==> config.mk <==
export PLATFORM = sky130hd
export DESIGN_NAME = mvu_ctrl
export DESIGN_NICKNAME = d
export VERILOG_FILES = /design/src/rtl/mvu_pkg.sv /design/src/rtl/mvu_chan_seq.sv /design/src/rtl/mvu_ctrl.sv
export SDC_FILE = /design/constraint.sdc
export NUM_CORES = 1
export LEC_CHECK = 0
export BUFFER_PORTS_ARGS = -buffer_cell sky130_fd_sc_hd__buf_2
export CAP_MARGIN = 20
export CORE_MARGIN = 1
export CORE_UTILIZATION = 53
export CTS_CLUSTER_DIAMETER = 60
export DETAILED_ROUTE_END_ITERATION = 8
export PLACE_DENSITY_LB_ADDON = 0.1
export SLEW_MARGIN = 25
export SYNTH_ARGS = -nofsm -noshare
export SYNTH_HDL_FRONTEND = slang
export SYNTH_SLANG_ARGS = --single-unit
==> constraint.sdc <==
create_clock -name clock -period 2.9 [get_ports clock]
set_clock_uncertainty 0.05 [all_clocks]
set_input_delay 0.435 -clock clock [delete_from_list [all_inputs] [get_ports clock]]
set_output_delay 0.435 -clock clock [all_outputs]
set_load 0.1 [all_outputs]
==> src/rtl/mvu_pkg.sv <==
// package: register map, field layout and codes of the engine control bank
// Behaviour
// - engine enable bit 0 gates engine operation
// - idle clock kept only when bit 1 set
// - writing 1 starts channel; 0 ignored
// - start bits self clear; always read zero
// - start picks work from schedule and task
// - two 4-bit task fields, read/write
// - task codes 0..8 defined, 9..f reserved
// - task field selects work on software start
// - schedule codes 0,1,4,9; others reserved
// - repeat count 0 skips; 1-15 runs n
// - forced termination bit aborts running schedule
`default_nettype none
package mvu_pkg;
   // -----------------------------------------------------------------
   // register byte addresses
   // -----------------------------------------------------------------
   localparam logic [7:0] ADDR_ENABLE    = 8'h00;
   localparam logic [7:0] ADDR_START     = 8'h04;
   localparam logic [7:0] ADDR_TASK      = 8'h08;
   localparam logic [7:0] ADDR_SCHED     = 8'h0c;
   localparam logic [7:0] ADDR_REPEAT    = 8'h10;
   localparam logic [7:0] ADDR_TERMINATE = 8'h14;
   localparam logic [7:0] ADDR_STATUS    = 8'h18;
   // -----------------------------------------------------------------
   // field positions and widths
   // -----------------------------------------------------------------
   localparam int BIT_ENABLE     = 0;
   localparam int BIT_IDLE_KEEP  = 1;
   localparam int NUM_CH         = 2;
   localparam int FIELD_W        = 4;
   localparam int STATUS_REM_POS = 4;
   localparam logic [1:0] CTRL_RESET  = 2'h0;
   localparam logic [7:0] FIELD_RESET = 8'h00;
   // -----------------------------------------------------------------
   // codes
   // -----------------------------------------------------------------
   localparam logic [3:0] TASK_LAST   = 4'h8;
   localparam logic [3:0] SCHED_SINGLE = 4'h0;
   localparam logic [3:0] SCHED_ONE   = 4'h1;
   localparam logic [3:0] SCHED_FOUR  = 4'h4;
   localparam logic [3:0] SCHED_NINE  = 4'h9;
   localparam logic [3:0] REPEAT_NONE = 4'h0;
   localparam logic [3:0] ONE4        = 4'h1;
   // cycles one schedule pass lasts in this model of the sequencer
   localparam logic [3:0] PASS_CYCLES = 4'h8;
endpackage : mvu_pkg
`default_nettype wire

==> src/rtl/mvu_chan_seq.sv <==
// module: per-channel run sequencer deciding and counting the work
`default_nettype none
module mvu_chan_seq (
   input  wire logic       clock,
   input  wire logic       rst,
   input  wire logic       enable,
   input  wire logic       start,
   input  wire logic       abort,
   input  wire logic [3:0] task_code,
   input  wire logic [3:0] sched_code,
   input  wire logic [3:0] repeat_count,
   output logic            busy,
   output logic [3:0]      run_task,
   output logic [3:0]      run_sched,
   output logic [3:0]      passes_left
);
   typedef enum logic [1:0] {ST_IDLE, ST_RUN} mvu_st_t;
   typedef struct packed {
      mvu_st_t    st;
      logic [3:0] task_c;
      logic [3:0] sched;
      logic [3:0] left;
      logic [3:0] tick;
   } mvu_seq_t;
   mvu_seq_t s_q;
   mvu_seq_t s_d;
   logic sched_ok;
   logic task_ok;

   // -----------------------------------------------------------------
   // run control
   // -----------------------------------------------------------------
   always_comb begin
      sched_ok = (sched_code == mvu_pkg::SCHED_ONE) ||
                 (sched_code == mvu_pkg::SCHED_FOUR) ||
                 (sched_code == mvu_pkg::SCHED_NINE);
      task_ok = (task_code <= mvu_pkg::TASK_LAST);
      s_d = s_q;
      case (s_q.st)
         ST_IDLE: begin
            if (start && enable) begin
               s_d.sched  = sched_code;
               s_d.task_c = task_code;
               s_d.tick   = mvu_pkg::PASS_CYCLES;
               if (sched_code == mvu_pkg::SCHED_SINGLE && task_ok) begin
                  s_d.left = mvu_pkg::ONE4;
                  s_d.st   = ST_RUN;
               end else if (sched_ok &&
                            repeat_count != mvu_pkg::REPEAT_NONE) begin
                  s_d.left = repeat_count;
                  s_d.st   = ST_RUN;
               end
            end
         end
         ST_RUN: begin
            if (abort || !enable) begin
               s_d.st   = ST_IDLE;
               s_d.left = 4'h0;
            end else if (s_q.tick == mvu_pkg::ONE4) begin
               s_d.tick = mvu_pkg::PASS_CYCLES;
               s_d.left = s_q.left - mvu_pkg::ONE4;
               if (s_q.left == mvu_pkg::ONE4) begin
                  s_d.st = ST_IDLE;
               end
            end else begin
               s_d.tick = s_q.tick - mvu_pkg::ONE4;
            end
         end
         default: begin
            s_d.st = ST_IDLE;
         end
      endcase
   end

   always_ff @(posedge clock or posedge rst) begin
      if (rst) begin
         s_q <= '0;
      end else begin
         s_q <= s_d;
      end
   end

   always_comb begin
      busy        = (s_q.st == ST_RUN);
      run_task    = s_q.task_c;
      run_sched   = s_q.sched;
      passes_left = s_q.left;
   end

   // -----------------------------------------------------------------
   // checks
   // -----------------------------------------------------------------
   a_abort_stops: assert property (@(posedge clock) disable iff (rst)
      (busy && abort) |=> !busy)
      else $error("abort did not stop channel");
   a_zero_repeat: assert property (@(posedge clock) disable iff (rst)
      (!busy && start && sched_code != mvu_pkg::SCHED_SINGLE &&
       repeat_count == mvu_pkg::REPEAT_NONE) |=> !busy)
      else $error("zero repeat ran schedule");
   a_disabled_idle: assert property (@(posedge clock) disable iff (rst)
      (!enable) |=> !busy)
      else $error("ran while disabled");
   a_single_once: assert property (@(posedge clock) disable iff (rst)
      (!busy && start && enable && sched_code == mvu_pkg::SCHED_SINGLE &&
       task_code <= mvu_pkg::TASK_LAST) |=> busy ##8 !busy)
      else $error("single task length wrong");
   c_sched_run: cover property (@(posedge clock) disable iff (rst)
      (start && sched_code == mvu_pkg::SCHED_FOUR) ##1 busy);
   c_abort: cover property (@(posedge clock) disable iff (rst)
      busy && abort);
endmodule : mvu_chan_seq
`default_nettype wire

==> src/rtl/mvu_ctrl.sv <==
// module: control register bank on AHB-Lite with two channel sequencers
//
// The implementer's own choices: register access over AHB-Lite and the placing of the registers.
`default_nettype none
module mvu_ctrl (
   input  wire logic        clock,
   input  wire logic        rst,
   input  wire logic        hsel,
   input  wire logic [31:0] haddr,
   input  wire logic [1:0]  htrans,
   input  wire logic        hwrite,
   input  wire logic [2:0]  hsize,
   input  wire logic [31:0] hwdata,
   input  wire logic        hready,
   output logic [31:0]      hrdata,
   output logic             hreadyout,
   output logic             hresp,
   output logic             engine_enable,
   output logic             engine_clk_en,
   input  wire logic        cpu_idle,
   output logic [1:0]       ch_busy
);
   typedef struct packed {
      logic        wr_pend;
      logic [7:0]  wr_addr;
      logic        ctrl_en;
      logic        idle_keep;
      logic [7:0]  task_sel;
      logic [7:0]  sched_sel;
      logic [7:0]  rep_cnt;
      logic [1:0]  start_p;
      logic [1:0]  term_p;
      logic [31:0] rdata;
      logic        clk_en;
      logic        en_o;
      logic [1:0]  busy_o;
   } mvu_ctrl_t;
   mvu_ctrl_t r_q;
   mvu_ctrl_t r_d;
   logic       idle_s1_q;
   logic       idle_s2_q;
   logic [1:0] busy_w;
   logic [7:0] rem_w [2];
   logic       addr_ok;
   logic [7:0] a8;

   // -----------------------------------------------------------------
   // idle input synchroniser
   // -----------------------------------------------------------------
   always_ff @(posedge clock or posedge rst) begin
      if (rst) begin
         idle_s1_q <= 1'b0;
         idle_s2_q <= 1'b0;
      end else begin
         idle_s1_q <= cpu_idle;
         idle_s2_q <= idle_s1_q;
      end
   end

   // -----------------------------------------------------------------
   // bus and register logic
   // -----------------------------------------------------------------
   always_comb begin
      a8 = haddr[7:0];
      addr_ok = (haddr[31:8] == 24'h000000) && (a8[1:0] == 2'h0) &&
                (a8 <= mvu_pkg::ADDR_STATUS);
      r_d = r_q;
      r_d.start_p = 2'h0;
      r_d.term_p  = 2'h0;
      r_d.wr_pend = 1'b0;
      // data phase of a write
      if (r_q.wr_pend) begin
         case (r_q.wr_addr)
            mvu_pkg::ADDR_ENABLE: begin
               r_d.ctrl_en   = hwdata[mvu_pkg::BIT_ENABLE];
               r_d.idle_keep = hwdata[mvu_pkg::BIT_IDLE_KEEP];
            end
            mvu_pkg::ADDR_START: begin
               r_d.start_p = hwdata[1:0];
            end
            mvu_pkg::ADDR_TASK: begin
               r_d.task_sel = hwdata[7:0];
            end
            mvu_pkg::ADDR_SCHED: begin
               r_d.sched_sel = hwdata[7:0];
            end
            mvu_pkg::ADDR_REPEAT: begin
               r_d.rep_cnt = hwdata[7:0];
            end
            mvu_pkg::ADDR_TERMINATE: begin
               r_d.term_p = hwdata[1:0];
            end
            default: begin
               r_d.rdata = r_q.rdata;
            end
         endcase
      end
      // address phase
      if (hsel && hready && htrans[1]) begin
         r_d.wr_pend = hwrite && addr_ok;
         r_d.wr_addr = a8;
         r_d.rdata   = 32'h00000000;
         if (!hwrite && addr_ok) begin
            case (a8)
               mvu_pkg::ADDR_ENABLE:
                  r_d.rdata[1:0] = {r_q.idle_keep, r_q.ctrl_en};
               mvu_pkg::ADDR_TASK:   r_d.rdata[7:0] = r_q.task_sel;
               mvu_pkg::ADDR_SCHED:  r_d.rdata[7:0] = r_q.sched_sel;
               mvu_pkg::ADDR_REPEAT: r_d.rdata[7:0] = r_q.rep_cnt;
               mvu_pkg::ADDR_STATUS: begin
                  r_d.rdata[1:0] = busy_w;
                  // ch0 passes in the low nibble, ch1 in the high one
                  r_d.rdata[mvu_pkg::STATUS_REM_POS +: 8] =
                     {rem_w[1][3:0], rem_w[0][3:0]};
               end
               default: r_d.rdata = 32'h00000000;
            endcase
         end
      end
      // outputs
      r_d.en_o   = r_d.ctrl_en;
      r_d.clk_en = r_d.ctrl_en && (!idle_s2_q || r_d.idle_keep);
      r_d.busy_o = busy_w;
   end

   always_ff @(posedge clock or posedge rst) begin
      if (rst) begin
         r_q <= '0;
      end else begin
         r_q <= r_d;
      end
   end

   // -----------------------------------------------------------------
   // channel sequencers
   // -----------------------------------------------------------------
   genvar g;
   generate
      for (g = 0; g < mvu_pkg::NUM_CH; g = g + 1) begin : g_ch
         logic [3:0] rem_t;
         mvu_chan_seq u_seq (
            .clock        (clock),
            .rst          (rst),
            .enable       (r_q.ctrl_en),
            .start        (r_q.start_p[g]),
            .abort        (r_q.term_p[g]),
            .task_code    (r_q.task_sel[g*4 +: 4]),
            .sched_code   (r_q.sched_sel[g*4 +: 4]),
            .repeat_count (r_q.rep_cnt[g*4 +: 4]),
            .busy         (busy_w[g]),
            .run_task     (),
            .run_sched    (),
            .passes_left  (rem_t)
         );
         assign rem_w[g] = {4'h0, rem_t};
      end
   endgenerate

   always_comb begin
      hrdata        = r_q.rdata;
      hreadyout     = 1'b1;
      hresp         = 1'b0;
      engine_enable = r_q.en_o;
      engine_clk_en = r_q.clk_en;
      ch_busy       = r_q.busy_o;
   end

   // -----------------------------------------------------------------
   // checks
   // -----------------------------------------------------------------
   a_start_pulse: assert property (@(posedge clock) disable iff (rst)
      (r_q.start_p != 2'h0) |=> (r_q.start_p == 2'h0))
      else $error("start bit did not self clear");
   a_start_read: assert property (@(posedge clock) disable iff (rst)
      (hsel && hready && htrans[1] && !hwrite &&
       haddr == 32'h00000004) |=> (hrdata == 32'h00000000))
      else $error("start register read nonzero");
   a_idle_gate: assert property (@(posedge clock) disable iff (rst)
      (idle_s2_q && !r_q.idle_keep && !r_d.idle_keep) |=>
      !engine_clk_en)
      else $error("clock kept in idle");
   a_enable_out: assert property (@(posedge clock) disable iff (rst)
      (r_q.wr_pend && r_q.wr_addr == mvu_pkg::ADDR_ENABLE) |=>
      (engine_enable == $past(hwdata[mvu_pkg::BIT_ENABLE])))
      else $error("enable output mismatch");
   a_start_effect: assert property (@(posedge clock) disable iff (rst)
      (r_q.wr_pend && r_q.wr_addr == mvu_pkg::ADDR_START &&
       hwdata[0]) |=> r_q.start_p[0])
      else $error("start write lost");
   a_task_store: assert property (@(posedge clock) disable iff (rst)
      (r_q.wr_pend && r_q.wr_addr == mvu_pkg::ADDR_TASK) |=>
      (r_q.task_sel == $past(hwdata[7:0])))
      else $error("task field not stored");
   c_write_start: cover property (@(posedge clock) disable iff (rst)
      r_q.start_p[1]);
   c_idle_keep: cover property (@(posedge clock) disable iff (rst)
      idle_s2_q && engine_clk_en);
endmodule : mvu_ctrl
`default_nettype wire

# Word-level counts from Yosys, hierarchy flattened
# Index checks and enable logic that the tools add are counted.
# totals
elab_cells	150
input_bits	75
output_inout_bits	38
register_bits	112
# classes
mux	42
order_cmp	3
eq_ne	31
n_addsub	4
n_reduce_logical	46
# op_table
cell	count
$mux W62	1
$mux W4	13
$mux W18	2
$eq A8 B4 Y1 const B	4
$eq A8 B5 Y1 const B	4
$mux W32	1
$pmux W8 S2	2
$mux W2	13
$eq A4 B1 Y1 const B	6
$logic_not A24 Y1	1
$mux W8	3
$logic_not A8 Y1	2
$pmux W4 S4	1
$reduce_and A4 Y1	4
$sub A4 B1 Y4 const B	4
$logic_and A1 B1 Y1	13
$mux W12	1
$ne A3 B3 Y1 const B	4
$pmux W2 S5	1
$reduce_and A2 Y1	5
$mux W9	1
$eq A4 B3 Y1 const B	2
$eq A4 B4 Y1 const B	2
$eq A8 B3 Y1 const B	1
other kinds (15)	35

# Depth between registers and ports, before layout
# Gate-level depths: netlist of run 1.
# logic_depth
ltp_word	8
ltp_mapped	6
mapped_depth_nobuf	6

# By module
# A second synthesis of run 1 with hierarchy kept.
# hier_totals
cells_unflattened	430
hier_area_um2	4819.6
# modules_own_cells
mod	area_each_um2	seq_area_each_um2	instances	cells_per_inst
mvu_ctrl	2785.2	1401.3	1	240
mvu_chan_seq	1017.2	425.4	2	95

# Worst setup path before layout of run 1
# Ideal clock, no wire load.
# synth_timing
path_type	register to register
startpoint	register engine_enable (netlist name)
endpoint	register g_ch[1].u_seq.s_q (netlist bit g_ch[1].u_seq.passes_left[0])
slack_ps	524
path_buffers	2
setup_time_ps	125
arrival_time_ps	2202
period_less_slack_ps	2376
stages_incl_launch_ff	7
required_time_ps	2725
path_cell_list	dfrtp_1 -> clkbuf_1 -> and3b_1 -> clkbuf_1 -> a21oi_1 -> o31ai_1 -> mux2_2
# synth_rtl
element	line_no	text
end signal: assignment	mvu_chan_seq.sv:77	s_q <= '0;
end signal: assignment	mvu_chan_seq.sv:79	s_q <= s_d;
end: declaration	mvu_chan_seq.sv:25	mvu_seq_t s_q;

# Final worst setup path of run 1
# layout_timing
startpoint	register r_q[67] (netlist bit)
endpoint	register r_q[61] (netlist bit)
# layout_between
elab_chain_len	2
# layout_rtl
element	line_no	text
start: declaration	mvu_ctrl.sv:38	mvu_ctrl_t r_q;
start signal: assignment	mvu_ctrl.sv:130	r_q <= r_d;
$eq A8 B4 Y1	mvu_ctrl.sv:73	case (r_q.wr_addr)
$reduce_and A2 Y1 (no source line)	--	
# No other way between the ends.
# A chain may end at the register's enable or synchronous reset.

==> results of run 1 <==
==> how the worst max path moves through the flow <==
stage | start | endpoint
finish | r_q[67] | r_q[61]
global route | g_ch[0].u_seq.s_q[1] | g_ch[0].u_seq.passes_left[0]
CTS | r_q[67] | r_q[61]
detailed placement | r_q[67] | r_q[61]
global placement | r_q[67] | r_q[63]
floorplan | engine_enable | g_ch[1].u_seq.passes_left[0]
==> flip-flops by register name (all words and copies together), names as in the netlist <==
register and cells:
g_ch.u_seq.s_q 10, idle_s2_q 1, engine_clk_en 1, hrdata 12
g_ch.u_seq.passes_left 8, engine_enable 1, ch_busy 2, r_q 38
idle_s1_q 1
==> power breakdown <==
part	total, mW	leakage [nW]	internal [mW]	switching, mW
Clock	0.899	0.109	0.506	0.394
Sequential	1.11	0.969	1.07	0.0399
Combinational	0.305	1.03	0.0833	0.222
==> synth_stat cells (3+ instances only) <==
library cell / number / area (um2)
nor2b_1: 5 / 31.3
o22ai_1: 6 / 37.5
inv_1: 17 / 63.8
nand4_1: 3 / 18.8
o31ai_1: 7 / 52.6
o21ai_1: 6 / 30.0
dfrtp_1: 74 / 1850
nand3_1: 3 / 15.0
nor3b_1: 4 / 30.0
nand2_1: 26 / 97.6
nor3_1: 6 / 30.0
o21ai_0: 10 / 50.1
or3_1: 4 / 25.0
clkbuf_1: 9 / 33.8
nand2b_1: 3 / 18.8
or4_1: 5 / 37.5
a21oi_1: 8 / 40.0
or3b_2: 3 / 26.3
a222oi_1: 3 / 30.0
nand3b_1: 4 / 30.0
nor4_1: 15 / 93.8
nor2_1: 15 / 56.3
buf_4: 38 / 285
mux2_2: 32 / 360
a31oi_1: 4 / 25.0
a22oi_1: 5 / 37.5
mux2_4: 8 / 120
ha_1: 8 / 100
a22o_1: 5 / 43.8
==> cell usage in the layout, fill, tap and decap left out, types with 4 or more instances in the layout <==
master and n:
nor2_1 15, nand2_1 26, nand3b_1 4, ha_1 8, a31oi_1 4, dfrtp_1 74
inv_1 16, mux2_2 32, o21ai_0 10, nor3b_1 4, a21oi_1 8, a22o_1 5
nor2b_1 5, o22ai_1 6, nor3_1 6, buf_2 62, nor4_1 15, o21ai_1 6
clkbuf_8 10, or4_1 5, a22oi_1 5, or3_1 4, mux2_4 8, conb_1 22
o31ai_1 7
==> worst max-delay path: cells and delay by family, from the launching register on <==
family	cells	cell delay, ps
flops	1	420
mux	1	420
simple gates	3	1180
==> layout make-up <==
type	instances	area, um2	share of cell area (%)
Multi-Input combinational cell	263	1950	42.8
Sequential cell	74	1850	40.7
Timing Repair Buffer	65	345	7.59
Clock buffer	11	141	3.11
Tap cell	99	124	2.72
Clock inverter	5	77.6	1.70
Inverter	17	63.8	1.40
==> cells by family (layout without fill, tap and decap cells) <==
kind of cell | Yosys count | in the layout | share of synthesized area [%]
buffers and inverters | 66 | 98 | 9.52
AOI/OAI and AO/OA | 75 | 75 | 13.1
other | 2 | 22 | 0.182
adders and majority gates | 8 | 8 | 2.43
and+or+nand+nor | 114 | 114 | 16.8
DFF | 74 | 74 | 45.0
muxes | 44 | 44 | 13.0
==> metrics by stage <==
stage          total power, mW  hold WS [ps]
2_1_floorplan             1.38           281
3_3_place_gp              1.42           289
3_5_place_dp              1.43           290
4_1_cts                   2.33          67.0
5_1_grt                   2.40          89.3
6_report                  2.31          54.5
==> routing by layer <==
layer  part of all wire, %  routed length (um)  track usage (%)
met1                    45                4030             31.2
met2                    50                4450             37.7
met3                   3.1                 274             3.47
met4                   1.8                 163             9.41
met5                     0                   0                0
==> results.sh, run 1 <==
export IMPL_worst_pin_slew_ps=776
export IMPL_drt_wirelength_per_cell_um=16.7
export IMPL_hold_violations=0
export IMPL_drtIter0Drc=183
export IMPL_num_nets_final=513
export IMPL_port_buffers=62
export IMPL_crit_arrival_ps=2370
export IMPL_yosysSeqAreaShare_pct=45.0
export IMPL_synth_seq_cells=74
export IMPL_utilization_pct=61.7
export IMPL_synthCells=383
export IMPL_synthArstFlopShare_pct=100
export IMPL_place_area_um2=4330
export IMPL_floorplan_initialDensity_pct=55.8
export IMPL_antenna_cells=0
export IMPL_post_cts_buffers=0
export IMPL_drt_total_wl_mm=8.91
export IMPL_cts_sinks=74
export IMPL_die_w_um=90.1
export IMPL_synthFlopType="dfrtp_1"
export IMPL_setup_viol=0
export IMPL_avgSynthCellArea_um2=10.7
export IMPL_grt_max_degree=35
export IMPL_drc=0
export IMPL_synth_edf_count=0
export IMPL_power_per_cell_area_nw_per_um2=508
export IMPL_rsz0062_at_grt="no"
export IMPL_cts_buffers=9
export IMPL_boundaryPins=113
export IMPL_regToRegSetupSlack_ps=720
export IMPL_cp_cell_sequence="nor4_4 > nand3b_2 > nor3_2 > mux2_2"
export IMPL_grt_use_total_pct=23.2
export IMPL_cts_root_buf="clkbuf_8"
export IMPL_cp_start_kind="flip-flop"
export IMPL_slew_headroom_pct=48.0
export IMPL_fin_crit_sh_pct=75.3
export IMPL_core_area_um2=7370
export IMPL_num_vias=3088
export IMPL_design_area_um2=4550
export IMPL_setup_slack_ps=715
export IMPL_nFillCells=638
export IMPL_gp_congestion=0.852
export IMPL_r2r_start="r_q[67]"
export IMPL_holdCritPathClass="in2async"
export IMPL_synthToLayoutAreaGrowth_pct=10.6
export IMPL_cts_hold_buf=0
export IMPL_grt_pass1_wl_mm=14.9
export IMPL_htree_levels=3
export IMPL_maxCapViolCount=0
export IMPL_placement_rows=31
export IMPL_layout_cells_non_filler=534
export IMPL_fmax_mhz=458
export IMPL_end_kind="flip-flop"
export IMPL_min_period_ps=2180
export IMPL_grt_pass1_vias=2994
export IMPL_grt_overflow_total=0
export IMPL_rr_endpoint="r_q[61]"
export IMPL_drv_slew=0
export IMPL_final_layout_size_suffix_gt1_share_pct=31.7
export IMPL_required_ps=3090
export IMPL_ys_warn_count=0
export IMPL_syn_area_um2=4120
export IMPL_yosysUniqueCellTypes=67
export IMPL_place_ws_ps=742
export IMPL_fin_tns_setup_ps=0
export IMPL_first_pass_iters=6
export IMPL_antenna_left=0
export IMPL_slowest_delay_ps=620
export IMPL_dp_hpwl_mm=6.75
export IMPL_placedCellCount=518
export IMPL_dieArea_um2=8120
export IMPL_grt_antenna_before_repair=0
export IMPL_crit_fanout=8
export IMPL_viasPerCell=5.78
export IMPL_clk_pin_slew_ps=80
export IMPL_path_class="reg2reg"
export IMPL_clock_latency_ps=350
export IMPL_die_h_um=90.1
export IMPL_cts_max_path_buffers=2
export IMPL_cts_resized=0
export IMPL_cp_slowest_cell="nor3_2"
export IMPL_p_leak_nw=2.11
export IMPL_reg2reg_depth=4
export IMPL_peakVddDrop_v=0.000386
export IMPL_cts_tree="yes"
export IMPL_status="finished clean"
Note: power is estimated with default switching activity, not from simulation.
==> run 2, diff against run 1 <==
--- a/config.mk
+++ b/config.mk
@@ -8,7 +8,7 @@
 export BUFFER_PORTS_ARGS = -buffer_cell sky130_fd_sc_hd__buf_2
 export CAP_MARGIN = 20
 export CORE_MARGIN = 1
-export CORE_UTILIZATION = 53
+export CORE_UTILIZATION = 48
 export CTS_CLUSTER_DIAMETER = 60
 export DETAILED_ROUTE_END_ITERATION = 8
 export PLACE_DENSITY_LB_ADDON = 0.1
==> constraint.sdc (replaced) <==
create_clock -name clock -period 1.8 [get_ports clock]
set_clock_uncertainty 0.05 [all_clocks]
set_input_delay 0.27 -clock clock [delete_from_list [all_inputs] [get_ports clock]]
set_output_delay 0.27 -clock clock [all_outputs]
set_load 0.1 [all_outputs]
==> run 2 against run 1 <==
Effect of this change:
- count of clock-buffer cells in the layout did not move
- cell count is 11% higher
- core utilization down 0.26 points
- sequential cell count unchanged
- global-route usage up 0.068 points
- critical path type unchanged
- largest cell class unchanged
- highest routed layer unchanged
- the flow now finishes with violations (hold timing, setup timing)
==> results.sh, run 2 (synthesis gave the netlist of run 1 again) <==
export IMPL_drt_wirelength_per_cell_um=16.2
export IMPL_dp_hpwl_mm=7.48
export IMPL_swShare_pct=28.3
export IMPL_rsz0062_at_grt="yes"
export IMPL_placement_rows=33
export IMPL_drt_total_wl_mm=9.64
export IMPL_crit_arrival_ps=1980
export IMPL_die_w_um=94.6
export IMPL_crit_fanout=8
export IMPL_antenna_left=0
export IMPL_grt_overflow_total=0
export IMPL_p_leak_nw=2.39
export IMPL_htree_levels=3
export IMPL_violations="hold timing, setup timing"
export IMPL_grt_use_total_pct=23.3
export IMPL_setup_slack_ps=-5.99
export IMPL_min_period_ps=1810
export IMPL_clock_latency_ps=350
export IMPL_fin_crit_sh_pct=100
export IMPL_dieArea_um2=8950
export IMPL_num_vias=3259
export IMPL_required_ps=1970
export IMPL_antenna_cells=0
export IMPL_grt_pass1_vias=3197
export IMPL_peakVddDrop_v=0.000502
export IMPL_status="finished with violations"
export IMPL_floorplan_initialDensity_pct=49.8
export IMPL_viasPerCell=5.48
export IMPL_whs_ps=-14.2
export IMPL_core_area_um2=8260
export IMPL_cts_max_path_buffers=2
export IMPL_final_common_cell="dfrtp_1"
export IMPL_gp_congestion=0.822
export IMPL_design_area_um2=5080
export IMPL_drc=0
export IMPL_layout_common_cells="73 x dfrtp_1, 62 x buf_2, 52 x buf_4"
export IMPL_path_class="reg2reg"
export IMPL_maxCapViolCount=0
export IMPL_clock_power_share_pct=37.4
export IMPL_p_seq_share_pct=47.4
export IMPL_setup_viol=3
export IMPL_p_switching_mw=1.06
export IMPL_power_per_cell_area_nw_per_um2=737
export IMPL_boundaryPins=113
export IMPL_cp_start_kind="flip-flop"
export IMPL_drv_slew=0
export IMPL_top_register="r_q"
export IMPL_cts_tree="yes"
export IMPL_cts_root_buf="clkbuf_8"
export IMPL_synthToLayoutAreaGrowth_pct=23.4
export IMPL_fmax_mhz=554
export IMPL_grt_max_degree=41
export IMPL_internal_power_mw=2.68
export IMPL_clk_pin_slew_ps=70
export IMPL_place_area_um2=4720
export IMPL_cts_sinks=74
export IMPL_largest_reg_flops=38
export IMPL_num_nets_final=568
export IMPL_nFillCells=698
export IMPL_end_kind="flip-flop"
export IMPL_holdCritPathClass="in2async"
export IMPL_total_power_mw=3.74
export IMPL_power_share_combinational_pct=15.2
export IMPL_final_layout_size_suffix_gt1_share_pct=41.6
export IMPL_utilization_pct=61.5
export IMPL_cts_buffers=9
export IMPL_first_pass_iters=4
export IMPL_drtIter0Drc=132
export IMPL_grt_antenna_before_repair=0
export IMPL_port_buffers=62
export IMPL_fin_tns_setup_ps=-12.2
export IMPL_hold_violations=18
export IMPL_grt_pass1_wl_mm=15.5
export IMPL_die_h_um=94.6
-- run 2: power by group through the flow --
stage                     registers, mW  clock network [mW]  logic (mW)
after floorplan                    1.82                   0       0.409
after CTS                          1.77                1.43       0.564
after detailed placement           1.80                   0       0.554
after global placement             1.80                   0       0.543
after global routing               1.78                1.51       0.604
final                              1.77                1.40       0.567
-- run 2: what timing repair did --
action                     CTS  global route
pin swaps                    4             5
hold endpoints to repair     1             0
buffers inserted             1             2
cloned                       0             0
hold buffers                 1             0
setup endpoints to repair   22            23
gates resized for setup     11            15
-- run 2: worst paths after layout --
path                                start              endpoint  slack (ps)  depth (start not counted)
worst max-delay path              r_q[67]               r_q[50]          -6                          5
worst min-delay path                  rst  g_ch[0].u_seq.s_q[2]         -10                          3
worst max register to register    r_q[67]               r_q[50]          -6                          5
worst min register to register  idle_s1_q             idle_s2_q         310                          0
max in group asynchronous             rst         engine_enable        1300                          3
min in group clock               haddr[1]               r_q[67]         140                          2
-- run 2: metal layers --
metal / global-route usage, % / wire length (um) / up-vias
met5: 0 / 0 / -
met4: 9.85 / 138 / 0
met3: 4.11 / 253 / 13
met2: 37.9 / 4800 / 63
met1: 30.6 / 4450 / 1621
li1: - / - / 1562
-- run 2: final cells by class --
type | count | area, um2 | area share (%)
multi-input cells | 263 | 2050 | 40.3
inverters | 17 | 67.6 | 1.33
well taps | 105 | 131 | 2.59
clock buffers | 11 | 131 | 2.59
clock inverters | 5 | 78.8 | 1.55
repair buffers | 120 | 767 | 15.1
flip-flops and latches | 74 | 1860 | 36.5
-- run 2: worst max-delay path: stages, from the launching register on --
cell and delay [ps]:
dfrtp_1 410, nor4_4 320, nand3b_2 120, or3_1 330, buf_6 170, mux2_4 300
-- run 2: per-stage QoR --
stage	setup WS, ps	hold WS [ps]	std cells
final	-5.99	-14.2	595
after CTS	-12.4	5.82	594
after floorplan	-141	251	403
after detailed placement	-105	293	576
after global routing	-81.6	16.3	595
after global placement	-64.1	291	576
